### src/fpes_pkg.sv
// Package for the flash program/erase host controller: constants, operations and carriers.
package fpes_pkg;

   localparam int CLK_MHZ = 250;
   localparam int T_WE_NS = 35;
   localparam int T_RD_NS = 65;
   localparam int T_HWRST_NS = 500;
   localparam int T_LOADWIN_US = 50;
   localparam int WE_CYC = (T_WE_NS * CLK_MHZ + 999) / 1000;
   localparam int RD_CYC = (T_RD_NS * CLK_MHZ + 999) / 1000;
   localparam int HWRST_CYC = (T_HWRST_NS * CLK_MHZ + 999) / 1000;
   localparam int LOADWIN_CYC = T_LOADWIN_US * CLK_MHZ;

   localparam int ADDR_W = 23;
   localparam int DQ_W = 16;

   localparam logic [7:0] REG_CMD = 8'h00;
   localparam logic [7:0] REG_ADDR = 8'h04;
   localparam logic [7:0] REG_WDATA = 8'h08;
   localparam logic [7:0] REG_STATUS = 8'h0c;
   localparam logic [7:0] REG_RDATA = 8'h10;
   localparam logic [7:0] REG_CFG = 8'h14;

   localparam int ST_BUSY = 0;
   localparam int ST_DONE = 1;
   localparam int ST_ERR = 2;
   localparam int ST_REFUSED = 3;
   localparam int ST_BYPASS = 4;
   localparam int ST_SUSP = 5;
   localparam int ST_RDY = 6;
   localparam int ST_ETIMER = 7;
   localparam int ST_WINDOW = 8;
   localparam int CFG_ACCEL = 0;

   localparam int DQ_EXCEED = 5;
   localparam int DQ_TOGGLE = 6;
   localparam int DQ_ETIMER = 3;

   localparam logic [11:0] UNLOCK_A1 = 12'h555;
   localparam logic [11:0] UNLOCK_A2 = 12'h2aa;
   localparam logic [7:0] CMD_UNLOCK1 = 8'haa;
   localparam logic [7:0] CMD_UNLOCK2 = 8'h55;
   localparam logic [7:0] CMD_PROGRAM = 8'ha0;
   localparam logic [7:0] CMD_ERASE_SETUP = 8'h80;
   localparam logic [7:0] CMD_CHIP_ERASE = 8'h10;
   localparam logic [7:0] CMD_SECTOR_ERASE = 8'h30;
   localparam logic [7:0] CMD_BYPASS = 8'h20;
   localparam logic [7:0] CMD_BYP_RESET1 = 8'h90;
   localparam logic [7:0] CMD_BYP_RESET2 = 8'h00;
   localparam logic [7:0] CMD_SUSPEND = 8'hb0;
   localparam logic [7:0] CMD_RESUME = 8'h30;
   localparam logic [7:0] CMD_RESET = 8'hf0;

   typedef enum logic [3:0] {
      OP_READ,
      OP_PROGRAM,
      OP_CHIP_ERASE,
      OP_SECTOR_ERASE,
      OP_SECTOR_ADD,
      OP_BYP_ENTER,
      OP_BYP_RESET,
      OP_SUSPEND,
      OP_RESUME,
      OP_RESET_CMD,
      OP_HW_RESET
   } fpes_op_t;

   typedef struct packed {
      logic [ADDR_W-1:0] addr;
      logic [DQ_W-1:0] data;
      logic last;
   } fpes_step_t;

   typedef struct packed {
      logic ce_n;
      logic we_n;
      logic oe_n;
      logic dq_oe_n;
      logic [ADDR_W-1:0] addr;
      logic [DQ_W-1:0] dq_out;
   } fpes_pins_t;

endpackage

### src/fpes_host.sv
// Host controller: APB registers in, flash command sequences and status polling out.
//
// Chosen here: the APB register port and the placing of the registers.
`timescale 1ns/100ps
`default_nettype none
module fpes_host #(
   parameter int LOADWIN_CYC = fpes_pkg::LOADWIN_CYC,
   parameter int HWRST_CYC = fpes_pkg::HWRST_CYC
) (
   input wire logic pclk,
   input wire logic presetn,
   input wire logic psel,
   input wire logic penable,
   input wire logic pwrite,
   input wire logic [7:0] paddr,
   input wire logic [31:0] pwdata,
   output logic [31:0] prdata,
   output logic pready,
   output logic pslverr,
   output logic flash_ce_n,
   output logic flash_we_n,
   output logic flash_oe_n,
   output logic [fpes_pkg::ADDR_W-1:0] flash_addr,
   output logic [fpes_pkg::DQ_W-1:0] flash_dq_out,
   output logic flash_dq_oe_n,
   input wire logic [fpes_pkg::DQ_W-1:0] flash_dq_in,
   output logic flash_reset_n,
   output logic protect_accel_pin,
   input wire logic ready_busy_n
);
   typedef enum logic [2:0] {S_IDLE, S_WRITE, S_READ, S_POLL_A, S_POLL_B, S_LOADWIN,
      S_HWRST} fpes_state_t;
   localparam int AW = fpes_pkg::ADDR_W;

   fpes_state_t state;
   fpes_pkg::fpes_op_t op;
   logic [AW-1:0] addr_reg;
   logic [15:0] wdata_reg;
   logic [15:0] rdata_reg;
   logic [15:0] poll_first;
   logic [2:0] idx;
   logic start;
   logic bypass;
   logic susp;
   logic susp_prog;
   logic erasing;
   logic done_flag;
   logic err_flag;
   logic refused_flag;
   logic etimer;
   logic accel;
   logic [31:0] timer;
   logic [31:0] rst_cnt;

   fpes_pkg::fpes_pins_t pins;
   logic [15:0] bc_rdata;
   logic bc_done;

   // Register access decode.
   wire logic acc = psel && penable && !pready;
   wire logic wr_acc = acc && pwrite;
   wire logic hit_cmd = paddr == fpes_pkg::REG_CMD;
   wire logic hit_addr = paddr == fpes_pkg::REG_ADDR;
   wire logic hit_wdata = paddr == fpes_pkg::REG_WDATA;
   wire logic hit_stat = paddr == fpes_pkg::REG_STATUS;
   wire logic hit_rdata = paddr == fpes_pkg::REG_RDATA;
   wire logic hit_cfg = paddr == fpes_pkg::REG_CFG;
   wire logic mapped = hit_cmd | hit_addr | hit_wdata | hit_stat | hit_rdata | hit_cfg;
   wire fpes_pkg::fpes_op_t new_op = fpes_pkg::fpes_op_t'(pwdata[3:0]);
   wire logic cmd_wr = wr_acc && hit_cmd;
   wire logic byp_eff = bypass | accel;

   // Which new operation may be launched from the present state.
   wire logic idle_ok = (state == S_IDLE) && (!byp_eff ?
      (new_op != fpes_pkg::OP_BYP_RESET) :
      (new_op == fpes_pkg::OP_PROGRAM || new_op == fpes_pkg::OP_BYP_RESET ||
      new_op == fpes_pkg::OP_READ)) &&
      (!susp || new_op == fpes_pkg::OP_PROGRAM || new_op == fpes_pkg::OP_READ ||
      new_op == fpes_pkg::OP_RESUME) && (new_op != fpes_pkg::OP_SUSPEND) &&
      (new_op != fpes_pkg::OP_SECTOR_ADD) && (new_op != fpes_pkg::OP_HW_RESET);
   // Only sector erase pairs or a suspend are sent in the load window, never a cancelling command.
   wire logic win_ok = (state == S_LOADWIN) &&
      (new_op == fpes_pkg::OP_SECTOR_ADD || new_op == fpes_pkg::OP_SUSPEND);
   // Polling reads stay allowed while a sector erase runs; only suspend reaches the device.
   wire logic poll_ok = (state == S_POLL_A || state == S_POLL_B) && erasing &&
      op == fpes_pkg::OP_SECTOR_ERASE && new_op == fpes_pkg::OP_SUSPEND;
   wire logic launch = cmd_wr && (idle_ok || win_ok || poll_ok) &&
      new_op != fpes_pkg::OP_HW_RESET;
   wire logic hw_launch = cmd_wr && new_op == fpes_pkg::OP_HW_RESET;
   wire logic refuse = cmd_wr && !launch && !hw_launch;

   // Sequence table; bank and sector bits come from the address register.
   function automatic fpes_pkg::fpes_step_t step_of(input fpes_pkg::fpes_op_t o,
      input logic [2:0] i, input logic byp, input logic [AW-1:0] a, input logic [15:0] d);
      fpes_pkg::fpes_step_t s;
      logic [11:0] lo;
      logic [7:0] c;
      logic fin;
      lo = fpes_pkg::UNLOCK_A1;
      c = 8'h00;
      fin = 1'b0;
      s.data = 16'h0000;
      // Unlock prefix shared by program outside bypass, erase and bypass entry.
      case (i)
         3'd0, 3'd3: c = fpes_pkg::CMD_UNLOCK1;
         3'd1, 3'd4: begin
            lo = fpes_pkg::UNLOCK_A2;
            c = fpes_pkg::CMD_UNLOCK2;
         end
         default: c = fpes_pkg::CMD_ERASE_SETUP;
      endcase
      case (o)
         fpes_pkg::OP_PROGRAM: begin
            if (byp) begin
               c = (i == 3'd0) ? fpes_pkg::CMD_PROGRAM : 8'h00;
               fin = i == 3'd1;
            end else begin
               if (i == 3'd2) c = fpes_pkg::CMD_PROGRAM;
               fin = i == 3'd3;
            end
         end
         fpes_pkg::OP_CHIP_ERASE: begin
            if (i == 3'd5) c = fpes_pkg::CMD_CHIP_ERASE;
            fin = i == 3'd5;
         end
         fpes_pkg::OP_SECTOR_ERASE: begin
            if (i == 3'd5) c = fpes_pkg::CMD_SECTOR_ERASE;
            fin = i == 3'd5;
         end
         fpes_pkg::OP_BYP_ENTER: begin
            if (i == 3'd2) c = fpes_pkg::CMD_BYPASS;
            fin = i == 3'd2;
         end
         fpes_pkg::OP_BYP_RESET: begin
            c = (i == 3'd0) ? fpes_pkg::CMD_BYP_RESET1 : fpes_pkg::CMD_BYP_RESET2;
            fin = i == 3'd1;
         end
         fpes_pkg::OP_SECTOR_ADD: begin
            c = fpes_pkg::CMD_SECTOR_ERASE;
            fin = 1'b1;
         end
         fpes_pkg::OP_SUSPEND: begin
            c = fpes_pkg::CMD_SUSPEND;
            fin = 1'b1;
         end
         fpes_pkg::OP_RESUME: begin
            c = fpes_pkg::CMD_RESUME;
            fin = 1'b1;
         end
         default: begin
            c = fpes_pkg::CMD_RESET;
            fin = 1'b1;
         end
      endcase
      // Upper address bits carry the bank; upper data bits are zero in command cycles.
      s.addr = {a[AW-1:12], lo};
      s.data = {8'h00, c};
      // The data cycle carries the full address; sector commands carry the sector bits with the low 12 bits zero.
      if ((o == fpes_pkg::OP_PROGRAM) && fin) begin
         s.addr = a;
         s.data = d;
      end else if (fin && (o == fpes_pkg::OP_SECTOR_ERASE || o == fpes_pkg::OP_SECTOR_ADD)) begin
         s.addr = {a[AW-1:12], 12'h000};
      end
      s.last = fin;
      return s;
   endfunction

   wire fpes_pkg::fpes_step_t cur = step_of(op, idx, byp_eff, addr_reg, wdata_reg);
   wire logic is_poll = state == S_POLL_A || state == S_POLL_B || state == S_READ;
   wire logic long_op = op == fpes_pkg::OP_PROGRAM || op == fpes_pkg::OP_CHIP_ERASE ||
      op == fpes_pkg::OP_RESET_CMD;
   wire logic toggling = poll_first[fpes_pkg::DQ_TOGGLE] != bc_rdata[fpes_pkg::DQ_TOGGLE];
   wire logic timer_end = timer == 32'(LOADWIN_CYC - 1);
   wire logic rst_end = rst_cnt == 32'(HWRST_CYC - 1);

   wire logic [31:0] status_word = {23'h0, state == S_LOADWIN, etimer, ready_busy_n, susp,
      byp_eff, refused_flag, err_flag, done_flag, state != S_IDLE};
   wire logic [31:0] rd_mux = hit_cmd ? {28'h0, op} : hit_addr ? 32'(addr_reg) :
      hit_wdata ? {16'h0, wdata_reg} : hit_stat ? status_word :
      hit_rdata ? {16'h0, rdata_reg} : hit_cfg ? {31'h0, accel} : 32'h0;

   fpes_bus_cycle u_cycle (
      .pclk(pclk),
      .presetn(presetn),
      .abort(hw_launch),
      .start(start),
      .is_write(!is_poll),
      .addr(is_poll ? addr_reg : cur.addr),
      .wdata(cur.data),
      .dq_in(flash_dq_in),
      .pins(pins),
      .rdata(bc_rdata),
      .done(bc_done)
   );

   assign flash_ce_n = pins.ce_n;
   assign flash_we_n = pins.we_n;
   assign flash_oe_n = pins.oe_n;
   assign flash_addr = pins.addr;
   assign flash_dq_out = pins.dq_out;
   assign flash_dq_oe_n = pins.dq_oe_n;

   always_ff @(posedge pclk or negedge presetn) begin
      if (!presetn) begin
         pready <= 1'b0;
         pslverr <= 1'b0;
         prdata <= 32'h0;
         addr_reg <= '0;
         wdata_reg <= 16'h0;
         accel <= 1'b0;
         protect_accel_pin <= 1'b0;
      end else begin
         pready <= acc;
         pslverr <= acc && !mapped;
         prdata <= (acc && !pwrite) ? rd_mux : 32'h0;
         if (wr_acc && hit_addr) addr_reg <= pwdata[AW-1:0];
         if (wr_acc && hit_wdata) wdata_reg <= pwdata[15:0];
         if (wr_acc && hit_cfg) accel <= pwdata[fpes_pkg::CFG_ACCEL];
         protect_accel_pin <= accel;
      end
   end

   // Sticky flags: a hardware event in the clearing cycle wins over the clear.
   wire logic clr = wr_acc && hit_stat;
   wire logic set_done = (state == S_POLL_B && bc_done && !toggling) ||
      (state == S_READ && bc_done) || (state == S_WRITE && bc_done && cur.last &&
      !long_op && op != fpes_pkg::OP_SECTOR_ERASE && op != fpes_pkg::OP_SECTOR_ADD) ||
      (state == S_HWRST && rst_end);
   wire logic set_err = state == S_POLL_B && bc_done && toggling &&
      poll_first[fpes_pkg::DQ_EXCEED] && bc_rdata[fpes_pkg::DQ_EXCEED];

   always_ff @(posedge pclk or negedge presetn) begin
      if (!presetn) begin
         done_flag <= 1'b0;
         err_flag <= 1'b0;
         refused_flag <= 1'b0;
      end else begin
         done_flag <= set_done | (done_flag & !(clr & pwdata[fpes_pkg::ST_DONE]));
         err_flag <= set_err | (err_flag & !(clr & pwdata[fpes_pkg::ST_ERR]));
         refused_flag <= refuse | (refused_flag & !(clr & pwdata[fpes_pkg::ST_REFUSED]));
      end
   end

   always_ff @(posedge pclk or negedge presetn) begin
      if (!presetn) begin
         state <= S_IDLE;
         op <= fpes_pkg::OP_READ;
         idx <= 3'd0;
         start <= 1'b0;
         bypass <= 1'b0;
         susp <= 1'b0;
         susp_prog <= 1'b0;
         erasing <= 1'b0;
         etimer <= 1'b0;
         timer <= 32'h0;
         rst_cnt <= 32'h0;
         rdata_reg <= 16'h0;
         poll_first <= 16'h0;
         flash_reset_n <= 1'b1;
      end else begin
         start <= 1'b0;
         if (hw_launch) begin
            state <= S_HWRST;
            op <= fpes_pkg::OP_HW_RESET;
            rst_cnt <= 32'h0;
            flash_reset_n <= 1'b0;
            bypass <= 1'b0;
            susp <= 1'b0;
            erasing <= 1'b0;
         end else if (launch) begin
            op <= new_op;
            idx <= 3'd0;
            start <= 1'b1;
            state <= (new_op == fpes_pkg::OP_READ) ? S_READ : S_WRITE;
            susp_prog <= susp && new_op == fpes_pkg::OP_PROGRAM;
         end else begin
            case (state)
               S_WRITE: begin
                  if (bc_done) begin
                     if (!cur.last) begin
                        idx <= idx + 3'd1;
                        start <= 1'b1;
                     end else begin
                        case (op)
                           fpes_pkg::OP_BYP_ENTER: bypass <= 1'b1;
                           fpes_pkg::OP_BYP_RESET: bypass <= 1'b0;
                           fpes_pkg::OP_RESET_CMD: bypass <= 1'b0;
                           default: bypass <= bypass;
                        endcase
                        if (op == fpes_pkg::OP_SUSPEND) susp <= 1'b1;
                        if (op == fpes_pkg::OP_RESUME) susp <= 1'b0;
                        erasing <= op == fpes_pkg::OP_CHIP_ERASE ||
                           op == fpes_pkg::OP_SECTOR_ERASE ||
                           op == fpes_pkg::OP_SECTOR_ADD || op == fpes_pkg::OP_RESUME;
                        // The load window restarts when the bus cycle of each sector write completes.
                        if (op == fpes_pkg::OP_SECTOR_ERASE ||
                              op == fpes_pkg::OP_SECTOR_ADD) begin
                           state <= S_LOADWIN;
                           timer <= 32'h0;
                           etimer <= 1'b0;
                        end else if (op == fpes_pkg::OP_PROGRAM ||
                              op == fpes_pkg::OP_CHIP_ERASE ||
                              op == fpes_pkg::OP_RESUME) begin
                           state <= S_POLL_A;
                           start <= 1'b1;
                        end else begin
                           state <= S_IDLE;
                        end
                     end
                  end
               end
               S_LOADWIN: begin
                  timer <= timer + 32'h1;
                  if (timer_end) begin
                     state <= S_POLL_A;
                     op <= fpes_pkg::OP_SECTOR_ERASE;
                     start <= 1'b1;
                  end
               end
               S_POLL_A: begin
                  if (bc_done) begin
                     poll_first <= bc_rdata;
                     state <= S_POLL_B;
                     start <= 1'b1;
                  end
               end
               S_POLL_B: begin
                  if (bc_done) begin
                     rdata_reg <= bc_rdata;
                     etimer <= bc_rdata[fpes_pkg::DQ_ETIMER];
                     if (!toggling) begin
                        state <= S_IDLE;
                        erasing <= 1'b0;
                        susp <= susp_prog;
                     end else if (set_err) begin
                        // Exceeded limit: the bank keeps showing status until a reset command.
                        op <= fpes_pkg::OP_RESET_CMD;
                        idx <= 3'd0;
                        state <= S_WRITE;
                        start <= 1'b1;
                     end else begin
                        state <= S_POLL_A;
                        start <= 1'b1;
                     end
                  end
               end
               S_READ: begin
                  if (bc_done) begin
                     rdata_reg <= bc_rdata;
                     state <= S_IDLE;
                  end
               end
               S_HWRST: begin
                  rst_cnt <= rst_cnt + 32'h1;
                  if (rst_end) begin
                     flash_reset_n <= 1'b1;
                     state <= S_IDLE;
                  end
               end
               default: state <= S_IDLE;
            endcase
         end
      end
   end
endmodule
`default_nettype wire

### src/fpes_bus_cycle.sv
// One asynchronous flash bus cycle, write or read, timed in clock cycles.
`timescale 1ns/100ps
`default_nettype none
module fpes_bus_cycle #(
   parameter int WE_CYC = fpes_pkg::WE_CYC,
   parameter int RD_CYC = fpes_pkg::RD_CYC
) (
   input wire logic pclk,
   input wire logic presetn,
   input wire logic abort,
   input wire logic start,
   input wire logic is_write,
   input wire logic [fpes_pkg::ADDR_W-1:0] addr,
   input wire logic [fpes_pkg::DQ_W-1:0] wdata,
   input wire logic [fpes_pkg::DQ_W-1:0] dq_in,
   output fpes_pkg::fpes_pins_t pins,
   output logic [fpes_pkg::DQ_W-1:0] rdata,
   output logic done
);
   typedef enum logic [1:0] {BC_IDLE, BC_SETUP, BC_STROBE, BC_HOLD} fpes_bc_t;
   fpes_bc_t state;
   logic [7:0] cnt;
   logic wr;
   wire logic [7:0] pulse_len = wr ? 8'(WE_CYC) : 8'(RD_CYC);
   wire logic strobe_end = (state == BC_STROBE) && (cnt == pulse_len - 8'h01);

   // Address is presented a cycle before the strobe falls so it is stable at the device's latch.
   always_ff @(posedge pclk or negedge presetn) begin
      if (!presetn) begin
         state <= BC_IDLE;
         cnt <= 8'h00;
         wr <= 1'b0;
         done <= 1'b0;
         rdata <= '0;
         pins <= '{ce_n: 1'b1, we_n: 1'b1, oe_n: 1'b1, dq_oe_n: 1'b1, addr: '0, dq_out: '0};
      end else if (abort) begin
         state <= BC_IDLE;
         done <= 1'b0;
         pins.ce_n <= 1'b1;
         pins.we_n <= 1'b1;
         pins.oe_n <= 1'b1;
         pins.dq_oe_n <= 1'b1;
      end else begin
         done <= 1'b0;
         case (state)
            BC_IDLE: begin
               if (start) begin
                  state <= BC_SETUP;
                  wr <= is_write;
                  pins.addr <= addr;
                  pins.dq_out <= wdata;
                  pins.ce_n <= 1'b0;
                  pins.dq_oe_n <= !is_write;
               end
            end
            BC_SETUP: begin
               state <= BC_STROBE;
               cnt <= 8'h00;
               pins.we_n <= !wr;
               pins.oe_n <= wr;
            end
            BC_STROBE: begin
               cnt <= cnt + 8'h01;
               if (strobe_end) begin
                  state <= BC_HOLD;
                  pins.we_n <= 1'b1;
                  pins.oe_n <= 1'b1;
                  if (!wr) begin
                     rdata <= dq_in;
                  end
               end
            end
            BC_HOLD: begin
               state <= BC_IDLE;
               pins.ce_n <= 1'b1;
               pins.dq_oe_n <= 1'b1;
               done <= 1'b1;
            end
            default: state <= BC_IDLE;
         endcase
      end
   end
endmodule
`default_nettype wire

### config.mk
export PLATFORM = sky130hd
export DESIGN_NAME = fpes_host
export DESIGN_NICKNAME = d
export VERILOG_FILES = /design/src/fpes_pkg.sv /design/src/fpes_host.sv /design/src/fpes_bus_cycle.sv
export SDC_FILE = /design/constraint.sdc
export NUM_CORES = 1
export LEC_CHECK = 0
export BUFFER_PORTS_ARGS = -buffer_cell sky130_fd_sc_hd__buf_2
export CAP_MARGIN = 20
export CORE_AREA = 2 2 200 202
export CTS_BUF_LIST = sky130_fd_sc_hd__clkbuf_8
export CTS_CLUSTER_DIAMETER = 200
export DETAILED_ROUTE_END_ITERATION = 6
export DIE_AREA = 0 0 202 204
export PLACE_DENSITY = 0.43
export SLEW_MARGIN = 20
export SYNTH_ARGS = -nofsm -noshare
export SYNTH_HDL_FRONTEND = slang
export SYNTH_SLANG_ARGS = --single-unit
### constraint.sdc
create_clock -name pclk -period 4.9 [get_ports pclk]
set_input_delay 0.98 -clock pclk [delete_from_list [all_inputs] [get_ports pclk]]
set_output_delay 0.98 -clock pclk [all_outputs]
set_load 0.01 [all_outputs]
Word level (Yosys, flattened, before mapping):

Index checks and enable logic that the tools add are counted.

* register bits after elaboration: 244
* word-level logic and storage cells: 362
* output and inout bits: 79
* bits of input ports: 62

* reductions and logical operators: 118
* equality and inequality tests: 70
* bitwise gates (word level): 18
* $add $sub $neg: 5
* muxes and demuxes: 116

Operator list (count)
* $mux 32: 6
* $mux 23: 3
* $add 32x1->32 const B: 2
* $mux 16: 4
* $pmux 32 s2: 1
* $mux 8: 7
* $pmux 8 s7: 1
* $mux 3: 16
* $mux 1: 43
* $logic_and 1x1->1: 40
* $mux 40: 1
* $eq 32x14->1 const B: 1
* $eq 32x7->1 const B: 1
* $ne 4x3->1 const B: 8
* $pmux 8 s2: 2
* $eq 4x3->1 const B: 7
* $mux 4: 7
* $reduce_and 7->1: 4
* $mux 12: 2
* $ne 4x4->1 const B: 6
* $mux 11: 2
* $logic_or 1x1->1: 20
* $ne 3x3->1 const B: 6
* $pmux 3 s6: 1
* other kinds (45): 136

Longest topological paths before layout:

* depth after elaboration: 17
* depth in mapped cells: 12
* depth with buffers taken out: 9

Cells and area by module:

Synthesis repeated with hierarchy kept, for this count alone.

* cell total of the unflattened synthesis: 1195
* area, all modules: 12279.3 um2

Modules (own cells, without submodules)
* fpes_host: cells each 979, times used 1, area an instance 9193.8 um2, seq. area each 4205.3 um2
* fpes_bus_cycle: cells each 216, times used 1, area an instance 3085.5 um2, seq. area each 1781.7 um2

Least setup slack after synthesis:

Ideal clock, no wire load.

* kind: input to register
* start point: in pwdata[0]
* end point: reg rdata_reg[10]
* arrival: 2958 ps
* library setup time: 128 ps
* data required time: 4772 ps
* slack: 1815 ps
* stages: 9
* path buffers: 2
* cells stage by stage: clkbuf_1 > nand4_1 > a2111oi_0 > nor2_1 > o21ai_1 > o21ai_1 > nand2_1 > buf_2 > mux2_1

* longest elaborated chain between the ends: 15
* elaborated cells between the ends (all ways): 33
* those cells by class: eq/ne: 10; mux: 1; bitwise: 2; reduce/logical: 20

Ends and longest elaborated chain
* from (decl): RTL line fpes_host.sv:16 `input wire logic [31:0] pwdata,`
* $eq 4x1->1 or $eq 4x3->1 (tied branches): RTL line fpes_host.sv:76, fpes_host.sv:78
* $logic_or 1x1->1 (2 in a row): RTL line fpes_host.sv:76 `(new_op == fpes_pkg::OP_PROGRAM || new_op == fpes_pkg::OP_BYP_RESET ||`
* $mux 1: RTL line fpes_host.sv:74 `wire logic idle_ok = (state == S_IDLE) && (!byp_eff ?`
* $logic_and 1x1->1: RTL line fpes_host.sv:74
* $logic_and 1x1->1: RTL line fpes_host.sv:77 `new_op == fpes_pkg::OP_READ)) &&`
* $logic_and 1x1->1 (2 in a row): RTL line fpes_host.sv:79 `new_op == fpes_pkg::OP_RESUME) && (new_op != fpes_pkg::OP_SUSPEND) &&`
* $logic_and 1x1->1: RTL line fpes_host.sv:80 `(new_op != fpes_pkg::OP_SECTOR_ADD) && (new_op != fpes_pkg::OP_HW_RESET);`
* $logic_or 1x1->1 (2 in a row): RTL line fpes_host.sv:87 `wire logic launch = cmd_wr && (idle_ok || win_ok || poll_ok) &&`
* $logic_and 1x1->1 (2 in a row): RTL line fpes_host.sv:87
* $not 1->1 (no source line)
* $reduce_and 4->1 (no source line) (*)
* to (signal assigned): RTL line fpes_host.sv:330 `rdata_reg <= bc_rdata;`
* to (signal assigned): RTL line fpes_host.sv:350 `rdata_reg <= bc_rdata;`
* to (decl): RTL line fpes_host.sv:39 `logic [15:0] rdata_reg;`

Every way passes the cells marked *; elsewhere a longest branch is shown, timed or not.
A chain may end at the register's enable or synchronous reset.

Worst setup path in the final report:

* start point: reg op[3]
* end point: reg, netlist name u_cycle.pins[16]

* longest elaborated chain between the ends: 7
* elaborated cells between the ends (all ways): 14
* those cells by class: eq/ne: 6; mux: 4; reduce/logical: 4

Ends and longest elaborated chain
* from (decl): RTL line fpes_host.sv:36 `fpes_pkg::fpes_op_t op;`
* from (signal assigned): RTL line fpes_host.sv:248 `op <= fpes_pkg::OP_READ;`
* from (signal assigned): RTL line fpes_host.sv:265 `op <= fpes_pkg::OP_HW_RESET;`
* from (signal assigned): RTL line fpes_host.sv:272 `op <= new_op;`
* $eq 4x2->1 (on tied branches): RTL line fpes_host.sv:112, fpes_host.sv:162
* $reduce_or 2->1 (no source line)
* $pmux 1 s4: RTL line fpes_host.sv:112 `case (o)`
* $logic_and 1x1->1: RTL line fpes_host.sv:162 `end else if (fin && (o == fpes_pkg::OP_SECTOR_ERASE || o == fpes_pkg::OP_SECTOR_ADD)) begin`
* $mux 11: RTL line fpes_host.sv:162
* $mux 12 (*): RTL line fpes_host.sv:159 `if ((o == fpes_pkg::OP_PROGRAM) && fin) begin`
* $mux 12 (*): RTL line fpes_host.sv:189 `.addr(is_poll ? addr_reg : cur.addr),`

Marked as above.

==> results.toml <==
[sta]
rsz0062_at_grt = "false"
tightest_slew_ns = 1.09
worst_clock_skew_ns = 0.0268
tns_ns = 0
fmax_ghz = 0.280
setup_viol = 0
drv_slew = 0
slew-limit-headroom_pct = 26.7
setup_slack_ns = 1.33
period_share_pct = 72.8
min_period_ns = 3.57
hold_viol_final = 0

[worst_setup_path]
cp_common_cell = "a21oi_1"
crit_family = "simple AND/OR/NAND/NOR gates"
cp-end-kind = "flop"
path_buf_inv = 0
critPathKind = "reg -> reg"
cp_data_arrival_time_ns = 4.02
ff2ff_path_depth = 6
cp_max_fo = 20
cp.depth = 6
crit_chain = "nor4b_1, nand2b_1, nand3_1, a21oi_1, a31oi_1, a21oi_1"
cp-start-kind = "flop"
worstPathRequired_ns = 5.35
critPathMaxStageDelay_ns = 0.94
slowest_stage = "nor4b_1"

[clocking]
h-tree-depth = 2
postCtsResizedCells = 0
cts_tree = "done"
cts_root_buf = "clkbuf_8"
clockBufferDepth = 3
cts.sinks = 239
clk_pin_slew_ns = 0.06
clk_latency_ns = 0.61
cts_hold_buf = 0
cts_buffers = 46
cts_setup_buffers = 0

[finish]
syn2layout_area_growth_pct = 17.8
reg_top3 = "u_cycle.pins: 43 flops, rst_cnt: 32 flops, timer: 32 flops"
drive_gt1_share_pct = 19.0
regArea_um2 = 5990
largest_register = "u_cycle.pins"
multi_input_area_um2 = 5590
stdcell_area_um2 = 14000
diodes = 0
n_fill_cell = 4106
largest_reg_flops = 43
fin_nets = 1435

[yosys]
ys.flop_type = "dfrtp_1"
netlist_area_um2 = 11900
synth_edf_count = 0
synth_fa_ha_area_share_pct = 1.47
ys.warnings.count = 0
synthMuxAreaShare_pct = 8.68
synthDistinctLibCells = 69
synth_top_family_by_area = "simple AND/OR/NAND/NOR gates"
netlist.area_leader.share_pct = 49.1
ys_ff_latch = 239
synthSimpleGateAreaFrac_pct = 20.4
ys_top_cells_by_area = "dfrtp_1 49%, nand2_1 4.7%, nor2_1 4.1%"
synth_cells = 1232
synth-seq-area-share_pct = 50.2
synth.most_common_cell = "dfrtp_1"
synth_xor_xnor_area_share_pct = 1.91
syn_area_per_cell_um2 = 9.67
synth-compound-area-share_pct = 14.0
ys_top_cells_by_count = "234 x dfrtp_1, 150 x nand2_1, 130 x nor2_1, 64 x a21oi_1, 60 x nand3_1"
synthArstFlopShare_pct = 100
synth_top_area_cell = "dfrtp_1"

[detailed_routing]
drt_first_pass_iters = 5
ant_nets = 0
vias = 9683
wirelength_mm = 35.1
drt_iter0_drc = 659
wl_per_cell_um = 18.3
routed_via_density = 5.05
drc = 0

[global_route]
grt_max_degree = 92
grt_overflow = 0
antenna_found_initial = 0
track_usage_pct = 17.2
grt_pass1_wl_mm = 56.0
grt_pass1_vias = 9529

[placed_design]
dp.final_hpwl_mm = 24.6
numPortBuffers = 122
place_congestion = 0.798
dp_slack_ns = 1.10
placed_area_um2 = 13100

[floorplanning]
design.core.area_um2 = 39200
die_area_um2 = 41200
io_pins = 141
fp.dieW_um = 202
initial_core_util_pct = 30.4
die_h_um = 204
std_cell_rows = 73

[run_status]
outcome = "completed"

[power]
vdd_ir_drop_max_mv = 0.205
p_leak_nw = 6.54
power_mw = 4.62
pwr_density_cell_nw_per_um2 = 329

[worst_hold_path]
min_path_type = "in -> async"

[job]
cap_viol_max_count = 0
[kinds of logic after synthesis]
family	count (synthesis)
muxes	92
AOI/OAI and AO/OA	264
DFF	239
adders and majority gates	14
buffers and inverters	92
xor gates and xnor gates	26
other	1
and+or+nand+nor	504
[placed cells by master, fill, tap and decap left out, types with 33 or more instances in the layout]
cell type,count
dfrtp_1,234
nor2_1,128
nand2_1,150
mux2_2,36
o21ai_0,48
mux2_1,43
nand3_1,60
inv_1,33
a21oi_1,64
buf_2,121
clkbuf_8,60
[worst reg2reg max path: cells and delay by family, from the launching register on]
family          cells  cell delay (ns)
simple gates        3             1.88
flops               1             0.65
compound gates      3             0.88
[metrics by stage]
stage | cells | hold slack (ns) | utilization [%]
2_1_floorplan | 1240 | 0.444 | -
3_3_place_gp | 1836 | 0.449 | 33.4
3_5_place_dp | 1836 | 0.455 | 33.4
4_1_cts | 1916 | 0.393 | 35.8
5_1_grt | 1916 | 0.401 | 35.8
6_report | 1916 | 0.373 | 35.8
[final cells by class]
class / instances / share of cell area (%)
flip-flops and latches: 239 / 42.6
clock inverters: 20 / 0.838
repair buffers: 143 / 5.63
well taps: 525 / 4.68
inverters: 20 / 0.535
clock buffers: 60 / 5.88
multi-input cells: 909 / 39.8
[final timing paths]
check | start | to | slack (ns)
worst min register to register | u_cycle.pins[27] | u_cycle.pins[27] | 0.46
max in group asynchronous | presetn | timer[6] | 3.36
min in group pclk | u_cycle.pins[27] | u_cycle.pins[27] | 0.46
worst min-delay path | presetn | timer[2] | 0.37
worst max-delay path | op[3] | u_cycle.pins[16] | 1.33
worst max register to register | op[3] | u_cycle.pins[16] | 1.33
[power breakdown]
group          switching [mW]  internal, mW
logic                   0.279         0.158
clock network           0.891          1.14
registers              0.0850          2.06
total                    1.26          3.37
[layer usage]
| metal | vias up | routed length [µm] | GRT usage, % |
|---|---|---|---|
| li1 | 4668 | - | - |
| met5 | - | 0 | 0 |
| met1 | 4747 | 17700 | 25.5 |
| met2 | 210 | 15200 | 25.4 |
| met4 | 0 | 801 | 5.67 |
| met3 | 58 | 1510 | 2.93 |
Note: power is estimated with default switching activity, not from simulation.
